File: src/pfl_defs.svh
// Command codes, field positions, reset values and coefficients
`ifndef PFL_DEFS_SVH
`define PFL_DEFS_SVH
// Command codes
`define PFL_CMD_PAGE 8'h00
`define PFL_CMD_POWER 8'h01
`define PFL_CMD_CLRFLT 8'h03
`define PFL_CMD_UPMARGIN 8'h25
`define PFL_CMD_VSTAT 8'h80
`define PFL_CMD_VOUTRD 8'h8b
`define PFL_CMD_MODE 8'hd1
`define PFL_CMD_KEY 8'hd3
`define PFL_CMD_REACT 8'hd5
`define PFL_CMD_IPEAK 8'hd7
`define PFL_CMD_TPEAK 8'hd8
// Mode control fields and reset value
`define PFL_MODE_ALERT 0
`define PFL_MODE_LOCK 1
`define PFL_MODE_RST 8'h01
// Vendor status lock flag position
`define PFL_VSTAT_LOCK 7
// Power command on bit
`define PFL_PWR_ON 7
// Reaction config fields, two bits per fault type
`define PFL_RC_OV 0
`define PFL_RC_OC 2
`define PFL_RC_OT 4
`define PFL_RC_UV 6
`define PFL_RC_PIN 8
`define PFL_RC_W 9
`define PFL_RESP_LATCH 2'b01
`define PFL_RESP_RETRY 2'b10
// Status bit positions per channel
`define PFL_ST_OV 0
`define PFL_ST_OC 1
`define PFL_ST_OT 2
`define PFL_ST_UV 3
// Answer byte counts and locked filler
`define PFL_LEN_NONE 2'd0
`define PFL_LEN_BYTE 2'd1
`define PFL_LEN_WORD 2'd2
`define PFL_ALL_ONES 16'hffff
`define PFL_POS_MAX 16'h7fff
// Direct-format coefficients (m, b, R) per class
`define PFL_M_VOLT 1
`define PFL_R_VOLT 0
`define PFL_M_CURR 1
`define PFL_R_CURR 2
`define PFL_M_TEMP 1
`define PFL_R_TEMP 2
`define PFL_M_TIME 5
`define PFL_R_TIME 0
`define PFL_B_ALL 0
`endif

File: src/pfl_pkg.sv
// Shared types of the fault and lock command layer
package pfl_pkg;
    // Alert line state
    typedef enum logic {AL_IDLE, AL_ASSERT} pfl_alert_t;
    // One data word in direct format
    typedef logic [15:0] pfl_word_t;
endpackage

File: src/pfl_fault_lock.sv
// Fault latching, alert, pre-enable check and lock of the command layer
`timescale 1ns/1ps
`include "pfl_defs.svh"

module pfl_fault_lock #(
    parameter int NCH = 16,
    parameter logic [6:0] SLAVE_ADDR = 7'h40, // Arbitrary default address
    parameter logic LOCK_INIT = 1'b0
) (
    input wire logic clk_sys,
    input wire logic sys_rst,
    input wire logic softRst,
    input wire logic cmdValid,
    input wire logic cmdWrite,
    input wire logic [7:0] cmdCode,
    input wire logic [31:0] cmdData,
    output logic rdValid,
    output logic [15:0] rdData,
    output logic [1:0] rdLen,
    input wire logic araReq,
    input wire logic araWon,
    output logic araAck,
    output logic [6:0] araAddr,
    output logic alertOut,
    output logic alertOe,
    input wire logic [NCH-1:0] ovFlt,
    input wire logic [NCH-1:0] ocFlt,
    input wire logic [NCH-1:0] otFlt,
    input wire logic [NCH-1:0] uvFlt,
    input wire logic [NCH*16-1:0] voutMeas,
    input wire logic [NCH*16-1:0] ioutMeas,
    input wire logic [15:0] tempMeas,
    input wire logic groupSwitchPin0,
    input wire logic [31:0] nvKey,
    output logic [NCH-1:0] supplyEn,
    output logic faultPinOut,
    output logic faultPinOe
);
    localparam int PW = (NCH > 1) ? $clog2(NCH) : 1;

    // ------------------------------------------------------------
    // State
    // ------------------------------------------------------------
    typedef struct packed {
        logic [7:0] page; // Selected channel
        logic [7:0] mode; // Vendor mode control
        logic lock; // Command access locked
        logic opOn; // Power command on request
        logic [NCH-1:0][15:0] margin; // Upper margin targets
        logic [NCH-1:0][`PFL_RC_W-1:0] cfg; // Reaction config
        logic [NCH-1:0][3:0] st; // Latched fault status
        logic [NCH-1:0] latch; // Latched off by fault
        logic [NCH-1:0] en; // Supply enables
        logic [NCH-1:0][15:0] iPk; // Peak current codes
        logic [15:0] tPk; // Peak temperature code
        pfl_pkg::pfl_alert_t al; // Alert line state
        logic rdValid;
        logic [15:0] rdData;
        logic [1:0] rdLen;
        logic araAck;
    } pfl_state_t;

    // Reset image, also used by the soft reset
    function automatic pfl_state_t pflRstVal();
        pfl_state_t v;
        v = '0;
        v.mode = `PFL_MODE_RST;
        v.lock = LOCK_INIT;
        v.al = pfl_pkg::AL_IDLE;
        return v;
    endfunction
    localparam pfl_state_t ST_RST = pflRstVal();

    pfl_state_t s_ff; // Registered state
    pfl_state_t nxt_s; // Next state

    // Response code asks for a pre-enable check
    function automatic logic pflChecked(input logic [1:0] rc);
        return (rc == `PFL_RESP_LATCH) || (rc == `PFL_RESP_RETRY);
    endfunction

    // ------------------------------------------------------------
    // Per-channel fault decode
    // ------------------------------------------------------------
    logic [NCH-1:0] chkOk; // No checked fault present
    logic [NCH-1:0] latF; // Fault with latch-off response
    logic [NCH-1:0] retF; // Fault with retry response
    logic [NCH-1:0] pinF; // Fault that drives the fault pin
    logic [NCH-1:0] evF; // Status bit newly latched per channel
    genvar g;
    generate
        for (g = 0; g < NCH; g++) begin : gCh
            logic [1:0] rOv, rOc, rOt, rUv;
            logic [3:0] hit;
            assign rOv = s_ff.cfg[g][`PFL_RC_OV +: 2];
            assign rOc = s_ff.cfg[g][`PFL_RC_OC +: 2];
            assign rOt = s_ff.cfg[g][`PFL_RC_OT +: 2];
            assign rUv = s_ff.cfg[g][`PFL_RC_UV +: 2];
            // Undervoltage is only meaningful while the supply is on
            assign hit = {uvFlt[g] & s_ff.en[g], otFlt[g], ocFlt[g], ovFlt[g]};
            // Undervoltage left out of the check: supply still off
            assign chkOk[g] = !((ovFlt[g] && pflChecked(rOv)) || (ocFlt[g] && pflChecked(rOc))
                || (otFlt[g] && pflChecked(rOt)));
            // Each fault type reacts by its own code
            assign latF[g] = (hit[0] && rOv == `PFL_RESP_LATCH) || (hit[1] && rOc == `PFL_RESP_LATCH)
                || (hit[2] && rOt == `PFL_RESP_LATCH) || (hit[3] && rUv == `PFL_RESP_LATCH);
            assign retF[g] = (hit[0] && rOv == `PFL_RESP_RETRY) || (hit[1] && rOc == `PFL_RESP_RETRY)
                || (hit[2] && rOt == `PFL_RESP_RETRY) || (hit[3] && rUv == `PFL_RESP_RETRY);
            assign pinF[g] = s_ff.cfg[g][`PFL_RC_PIN] && (latF[g] || retF[g] || s_ff.latch[g]);
            assign evF[g] = |(hit & ~s_ff.st[g]);
        end
    endgenerate

    // ------------------------------------------------------------
    // Command decode
    // ------------------------------------------------------------
    logic [PW-1:0] pg; // Page as channel index
    logic isWr; // Write command this cycle
    logic isRd; // Read command this cycle
    logic wrAllowed; // Command may be written while locked
    logic wrOk; // Write is accepted
    logic clrCond; // Clear-faults command seen
    logic onReq; // Supplies asked to be on
    logic newEv; // A status bit newly latched
    logic [15:0] vWord; // Selected voltage reading
    logic [15:0] vAbs; // Its positive magnitude
    assign pg = s_ff.page[PW-1:0];
    assign isWr = cmdValid && cmdWrite;
    assign isRd = cmdValid && !cmdWrite;
    assign wrAllowed = (cmdCode == `PFL_CMD_PAGE) || (cmdCode == `PFL_CMD_POWER)
        || (cmdCode == `PFL_CMD_CLRFLT) || (cmdCode == `PFL_CMD_KEY);
    assign wrOk = isWr && (!s_ff.lock || wrAllowed);
    assign clrCond = isWr && cmdCode == `PFL_CMD_CLRFLT;
    // Monitor keeps serving; only the enables and the latch-off follow this
    assign onReq = s_ff.opOn || groupSwitchPin0;
    assign newEv = |evF; // Taken from the inputs, not nxt_s, so no loop through the next-state process
    assign vWord = voutMeas[pg*16 +: 16];
    // Negative rails reported as magnitude; the most negative code saturates
    always_comb begin
        vAbs = vWord[15] ? 16'(~vWord + 16'h0001) : vWord;
        if (vAbs[15]) begin
            vAbs = `PFL_POS_MAX;
        end
    end

    // ------------------------------------------------------------
    // Next state
    // ------------------------------------------------------------
    always_comb begin
        nxt_s = s_ff;
        nxt_s.rdValid = 1'b0;
        nxt_s.araAck = 1'b0;
        // Channel status, latch-off and enable
        for (int i = 0; i < NCH; i++) begin
            // Set wins over a simultaneous clear
            nxt_s.st[i] = (clrCond ? 4'h0 : s_ff.st[i])
                | {uvFlt[i] & s_ff.en[i], otFlt[i], ocFlt[i], ovFlt[i]};
            // Only a running supply latches off; an off one is held by the check
            nxt_s.latch[i] = (s_ff.latch[i] && onReq) || (latF[i] && s_ff.en[i]);
            // Enable only from a passed check; retry keeps checking
            nxt_s.en[i] = onReq && !nxt_s.latch[i] && !retF[i]
                && (s_ff.en[i] || chkOk[i]);
            // Peak current code, hundredths of ampere
            if ($signed(ioutMeas[i*16 +: 16]) > $signed(s_ff.iPk[i])) begin
                nxt_s.iPk[i] = ioutMeas[i*16 +: 16];
            end
        end
        // Peak temperature code, hundredths of degree
        if ($signed(tempMeas) > $signed(s_ff.tPk)) begin
            nxt_s.tPk = tempMeas;
        end
        // Alert line
        case (s_ff.al)
            pfl_pkg::AL_IDLE: begin
                if (newEv && s_ff.mode[`PFL_MODE_ALERT]) begin
                    nxt_s.al = pfl_pkg::AL_ASSERT;
                end
            end
            pfl_pkg::AL_ASSERT: begin
                // Lost arbitration keeps the line low for another try
                if (araReq && araWon) begin
                    nxt_s.araAck = 1'b1;
                    nxt_s.al = newEv ? pfl_pkg::AL_ASSERT : pfl_pkg::AL_IDLE;
                end
            end
            default: begin
                nxt_s.al = pfl_pkg::AL_IDLE;
            end
        endcase
        // Writes; data word arrives low byte first from the transport
        if (wrOk) begin
            case (cmdCode)
                `PFL_CMD_PAGE: nxt_s.page = cmdData[7:0];
                `PFL_CMD_POWER: nxt_s.opOn = cmdData[`PFL_PWR_ON];
                `PFL_CMD_UPMARGIN: nxt_s.margin[pg] = cmdData[15:0];
                `PFL_CMD_REACT: nxt_s.cfg[pg] = cmdData[`PFL_RC_W-1:0];
                `PFL_CMD_MODE: begin
                    nxt_s.mode = cmdData[7:0];
                    nxt_s.lock = cmdData[`PFL_MODE_LOCK];
                end
                `PFL_CMD_KEY: begin
                    // All four bytes of the key are compared
                    if (cmdData == nvKey) begin
                        nxt_s.lock = 1'b0;
                        nxt_s.mode[`PFL_MODE_LOCK] = 1'b0;
                    end
                end
                default: begin
                end
            endcase
        end
        // Reads: locked filler keeps the normal byte count
        if (isRd) begin
            nxt_s.rdValid = 1'b1;
            nxt_s.rdLen = `PFL_LEN_WORD;
            nxt_s.rdData = `PFL_ALL_ONES;
            case (cmdCode)
                `PFL_CMD_PAGE: begin
                    nxt_s.rdLen = `PFL_LEN_BYTE;
                    nxt_s.rdData = {8'h00, s_ff.page};
                end
                `PFL_CMD_POWER: begin
                    nxt_s.rdLen = `PFL_LEN_BYTE;
                    nxt_s.rdData = {8'h00, s_ff.opOn, 7'h00};
                end
                `PFL_CMD_VSTAT: begin
                    // Always readable, locked or not
                    nxt_s.rdLen = `PFL_LEN_BYTE;
                    nxt_s.rdData = {8'h00, s_ff.lock, 3'h0, s_ff.st[pg]};
                end
                `PFL_CMD_MODE: begin
                    nxt_s.rdLen = `PFL_LEN_BYTE;
                    nxt_s.rdData = s_ff.lock ? 16'h00ff : {8'h00, s_ff.mode};
                end
                `PFL_CMD_UPMARGIN: begin
                    nxt_s.rdData = s_ff.lock ? `PFL_ALL_ONES : s_ff.margin[pg];
                end
                `PFL_CMD_VOUTRD: begin
                    nxt_s.rdData = s_ff.lock ? `PFL_ALL_ONES : vAbs;
                end
                `PFL_CMD_REACT: begin
                    nxt_s.rdData = s_ff.lock ? `PFL_ALL_ONES : 16'(s_ff.cfg[pg]);
                end
                `PFL_CMD_IPEAK: begin
                    nxt_s.rdData = s_ff.lock ? `PFL_ALL_ONES : s_ff.iPk[pg];
                end
                `PFL_CMD_TPEAK: begin
                    nxt_s.rdData = s_ff.lock ? `PFL_ALL_ONES : s_ff.tPk;
                end
                default: begin
                    // Write-only or unknown: no data bytes
                    nxt_s.rdLen = `PFL_LEN_NONE;
                end
            endcase
        end
        // Soft reset behaves as the reset pin
        if (softRst) begin
            nxt_s = ST_RST;
        end
    end

    // ------------------------------------------------------------
    // State register
    // ------------------------------------------------------------
    always_ff @(posedge clk_sys or posedge sys_rst) begin
        if (sys_rst) begin
            s_ff <= ST_RST;
        end else begin
            s_ff <= nxt_s;
        end
    end

    // ------------------------------------------------------------
    // Outputs
    // ------------------------------------------------------------
    assign rdValid = s_ff.rdValid;
    assign rdData = s_ff.rdData;
    assign rdLen = s_ff.rdLen;
    assign araAck = s_ff.araAck;
    assign araAddr = SLAVE_ADDR;
    // Open drain: drive low only
    assign alertOut = 1'b0;
    assign alertOe = (s_ff.al == pfl_pkg::AL_ASSERT);
    assign supplyEn = s_ff.en;
    assign faultPinOut = 1'b0;
    assign faultPinOe = |pinF;

    // ------------------------------------------------------------
    // Checks
    // ------------------------------------------------------------
    property p_lockRead;
        @(posedge clk_sys) disable iff (sys_rst)
        (isRd && cmdCode == `PFL_CMD_UPMARGIN && s_ff.lock && !softRst)
        |=> (rdValid && rdData == `PFL_ALL_ONES && rdLen == `PFL_LEN_WORD);
    endproperty
    a_lockRead: assert property (p_lockRead) else $error("locked read not all ones");

    property p_lockWrite;
        @(posedge clk_sys) disable iff (sys_rst)
        (isWr && cmdCode == `PFL_CMD_UPMARGIN && s_ff.lock && !softRst) |=> $stable(s_ff.margin);
    endproperty
    a_lockWrite: assert property (p_lockWrite) else $error("locked write took effect");

    property p_unlock;
        @(posedge clk_sys) disable iff (sys_rst)
        (isWr && cmdCode == `PFL_CMD_KEY && cmdData == nvKey) |=> !s_ff.lock ##1 !s_ff.lock [*1];
    endproperty
    a_unlock: assert property (p_unlock) else $error("key match did not unlock");

    property p_alert;
        @(posedge clk_sys) disable iff (sys_rst)
        (newEv && s_ff.mode[`PFL_MODE_ALERT] && !softRst) |=> alertOe;
    endproperty
    a_alert: assert property (p_alert) else $error("alert not driven on fault");

    property p_ara;
        @(posedge clk_sys) disable iff (sys_rst)
        (alertOe && araReq && araWon && !newEv && !softRst) |=> (araAck && !alertOe);
    endproperty
    a_ara: assert property (p_ara) else $error("alert response mishandled");

    property p_stHold;
        @(posedge clk_sys) disable iff (sys_rst)
        (s_ff.st[0][`PFL_ST_OV] && !clrCond && !softRst) |=> s_ff.st[0][`PFL_ST_OV];
    endproperty
    a_stHold: assert property (p_stHold) else $error("status bit lost without clear");

    property p_preEn;
        @(posedge clk_sys) disable iff (sys_rst)
        $rose(s_ff.en[0]) |-> $past(chkOk[0]);
    endproperty
    a_preEn: assert property (p_preEn) else $error("channel enabled with checked fault");

    property p_latchOff;
        @(posedge clk_sys) disable iff (sys_rst)
        s_ff.latch[0] |-> (!supplyEn[0] && $past(onReq || latF[0]));
    endproperty
    a_latchOff: assert property (p_latchOff) else $error("latched channel enabled");

    property p_vPos;
        @(posedge clk_sys) disable iff (sys_rst)
        (isRd && cmdCode == `PFL_CMD_VOUTRD && !s_ff.lock && !softRst) |=> (rdValid && !rdData[15]);
    endproperty
    a_vPos: assert property (p_vPos) else $error("voltage reading not positive");

endmodule // pfl_fault_lock

File: config.mk
export PLATFORM = sky130hd
export DESIGN_NAME = pfl_fault_lock
export DESIGN_NICKNAME = d
export VERILOG_FILES = /design/src/pfl_pkg.sv /design/src/pfl_fault_lock.sv
export VERILOG_INCLUDE_DIRS = /design/src
export SDC_FILE = /design/constraint.sdc
export NUM_CORES = 2
export LEC_CHECK = 0
export BUFFER_PORTS_ARGS = -buffer_cell sky130_fd_sc_hd__buf_2
export CORE_MARGIN = 5
export CORE_UTILIZATION = 40
export DETAILED_ROUTE_END_ITERATION = 10
export GPL_TIMING_DRIVEN = 0
export MAX_ROUTING_LAYER = met4
export RECOVER_POWER = 25
export SYNTH_ARGS = -nofsm -noshare
export SYNTH_HDL_FRONTEND = slang
export SYNTH_SLANG_ARGS = --single-unit
File: constraint.sdc
create_clock -name clk_sys -period 70.1 [get_ports clk_sys]
set_input_delay 14.02 -clock clk_sys [delete_from_list [all_inputs] [get_ports clk_sys]]
set_output_delay 14.02 -clock clk_sys [all_outputs]
set_load 0.005 [all_outputs]
==> results.json <==
{
  "status": "complete, but fails checks",
  "violations": "max-capacitance violations, max-slew violations",
  "drive_gt1_share_pct": 20.8,
  "synth-compound-area-share_pct": 11.8,
  "clk_path_buf_depth": 3,
  "cp_data_required_time_ps": 56080,
  "start_util_pct": 40.2,
  "synth_fa_ha_area_share_pct": 8.87,
  "ys_seq_area_share_pct": 38.8,
  "die_area_um2": 137000,
  "leakage_uw": 0.0268,
  "timing.critical_path.to": "faultPinOe",
  "yosys_most_used_dff": "dfrtp_1",
  "area_growth_pct": 17.9,
  "setup_viol": 0,
  "grt_pass1_wl_um": 359000,
  "nets": 7249,
  "ctsResizeCount": 0,
  "critPathKind": "in2out",
  "wl_um": 262000,
  "crit_arrival_ps": 16450,
  "portBuffers": 693,
  "grt_pass1_vias": 47002,
  "cts.sinks": 806,
  "tns_ps": 0,
  "cpMostUsedCell": "buf_2",
  "clkSlewWorstSetupHoldPaths_ps": 60,
  "dpl.hpwl_um": 206000,
  "ant_nets": 0,
  "routed_via_density": 6.14,
  "fmax_ghz": 0.0328,
  "cts_tree": "done",
  "cp_max_fo": 5,
  "gr-usage-met2_pct": 55.7,
  "hold_viol_final": 0,
  "ios": 719,
  "synth_top_family_by_area": "multiplexers",
  "r2r-end": "rdData[2]",
  "top_usage_layer": "met2",
  "clkLatencyLatePin_ps": 740,
  "use_met1_pct": 46.8,
  "grt_max_degree": 115,
  "grt_overflow_total": 0,
  "reg2reg_depth": 13,
  "routabilityCongestion": 1.05,
  "synth_seq_cells": 806,
  "dp_slack_ps": 39760,
  "via_count": 49617,
  "setup_ws_ps": 39630,
  "synth_simple_gate_area_share_pct": 15.1,
  "rsz0062_at_grt": "false",
  "post-route-min-period_ps": 30470,
  "core_area_um2": 129000,
  "ys_async_sr_fraction_pct": 100,
  "power.density_nw_per_um2": 20.6,
  "syn-cell-area_um2": 52000,
  "reg2reg_slack_ps": 64350,
  "r2r_start": "pg[1]",
  "drc": 0,
  "fillers": 12465,
  "crit_path_top_delay_cell": "o21ai_0",
  "clockRootBuffer": "clkbuf_16",
  "vdd_drop_max_mv": 0.0184,
  "holdBufCountCts": 0,
  "syn_avg_cell_area_um2": 9.64,
  "period_share_pct": 43.5,
  "slew_viol_final": 519,
  "synthXorXnorAreaFrac_pct": 0.690,
  "drt_first_pass_iters": 10,
  "finalClockSkew_ps": 31.3,
  "row_count": 132,
  "ys_warn_count": 0,
  "crit_path_start": "otFlt[0]",
  "max_cap_violations": 6,
  "slew_headroom_pct": -344,
  "worst_setup_path_end_kind": "output pin",
  "grt_util_all_layers_pct": 38.0,
  "drt_iter0_markers": 6916,
  "worstPathCellList": "buf_2 -> a222oi_1 -> nand2_1 -> o21ai_0 -> nand4_1 -> or4_1 -> buf_2",
  "slowest_delay_ps": 700,
  "critPathLaunchType": "input pin",
  "synth_cells": 5397,
  "synth_mux_area_share_pct": 17.9,
  "hold_path_class": "reg2reg",
  "synth_edf_count": 0,
  "wl_per_cell_um": 32.4,
  "cts_inserted_buffers": 95,
  "die-width_um": 371,
  "die_y_um": 371,
  "grtUsageMet3_pct": 10.9,
  "grt_antenna_before_repair": 77,
  "cts_setup_buffers": 0,
  "worst_pin_slew_ps": 6660,
  "synth.distinct_cells": 76,
  "htree_levels": 3
}
==> registers in the layout, indices dropped and copies added (netlist names) <==
name      flops
s_ff        637
gCh.rOc      32
gCh.rOt      32
gCh.rOv      32
gCh.rUv      32
rdData       16
supplyEn     16
pg            4
rdLen         2
alertOe       1
araAck        1
rdValid       1
==> final cells by class <==
| class | instances | area (µm²) | area share (%) |
|---|---|---|---|
| timing repair buffer | 707 | 3650 | 5.96 |
| tap | 1742 | 2180 | 3.55 |
| buffer | 411 | 1950 | 3.19 |
| sequential | 806 | 20200 | 32.9 |
| multi-input combinational | 3741 | 28300 | 46.2 |
| clock inverter | 37 | 473 | 0.771 |
| clock buffer | 133 | 2760 | 4.50 |
| inverter | 446 | 1680 | 2.73 |
| antenna | 62 | 155 | 0.253 |
==> critical path: cells and delay by family <==
family | cells | cell delay [ps]
and+or+nand+nor | 3 | 960
buffers and inverters | 2 | 330
AOI/OAI and AO/OA | 2 | 1130
==> where the power goes <==
group | internal [µW] | switching, µW | leakage [µW]
clock network | 301 | 225 | 0.00159
registers | 486 | 27.3 | 0.0109
logic | 90.7 | 132 | 0.0143
total | 878 | 385 | 0.0268
==> cell usage in the layout (no fill, tap or decap), drive strengths merged, types with 27 or more instances in the layout <==
cell type and count:
clkbuf 395, nand3 415, nand2 568, nand2b 81
a31oi 34, buf 856, nor3 57, nor2 404
a21o 31, o22ai 45, nand4 80, o21a 42
dfrtp 805, a21oi 568, o21ai 101, xnor2 27
mux2i 316, inv 447, mux4 272, diode 62
ha 369, a22oi 56, nor2b 54
==> routing by layer <==
layer	vias up	routed length, µm
met4	0	17600
met2	3246	116000
li1	20860	-
met5	-	0
met1	24820	97400
met3	691	31300
==> through the flow <==
stage	power, µW	util (%)	cells	hold WS [ps]	instance area (µm²)
floorplan	642	-	5404	451	52100
CTS	1260	47.4	8021	481	61300
finish	1260	47.4	8085	488	61300
global placement	735	44.6	7839	469	57700
global route	1300	47.4	8076	489	61300
detailed placement	738	44.9	7851	468	58000
==> logic make-up (layout without fill, tap and decap cells) <==
| group | after synthesis | count (layout) |
|---|---|---|
| mux | 589 | 589 |
| xor+xnor | 41 | 41 |
| simple gates | 1717 | 1717 |
| compound gates | 1016 | 1016 |
| other cells | 2 | 71 |
| flops | 806 | 806 |
| buf+inv | 857 | 1734 |
| fa+ha+maj | 369 | 369 |
==> how the worst min path moves through the flow <==
stage | slack, ps | depth (start not counted) | to | startpoint
detailed placement | 470 | 1 | rdData[2] | rdData[2]
finish | 490 | 1 | rdData[2] | rdData[2]
CTS | 480 | 1 | rdData[2] | rdData[2]
floorplan | 450 | 1 | rdData[2] | rdData[2]
global route | 490 | 1 | rdData[2] | rdData[2]
global placement | 470 | 2 | rdLen[1] | rdLen[1]
==> synth_stat cells, drive strengths merged, types with 101 or more instances <==
library cell	number	area [µm²]
inv	446	1670
nand3	415	2080
buf	158	993
clkbuf	253	950
mux4	272	6130
nor2	404	1520
dfrtp	805	20100
ha	369	4620
mux2i	316	3160
nand2	568	2130
o21ai	101	505
a21oi	568	2840
No activity file was read; power rests on OpenSTA's default activity.
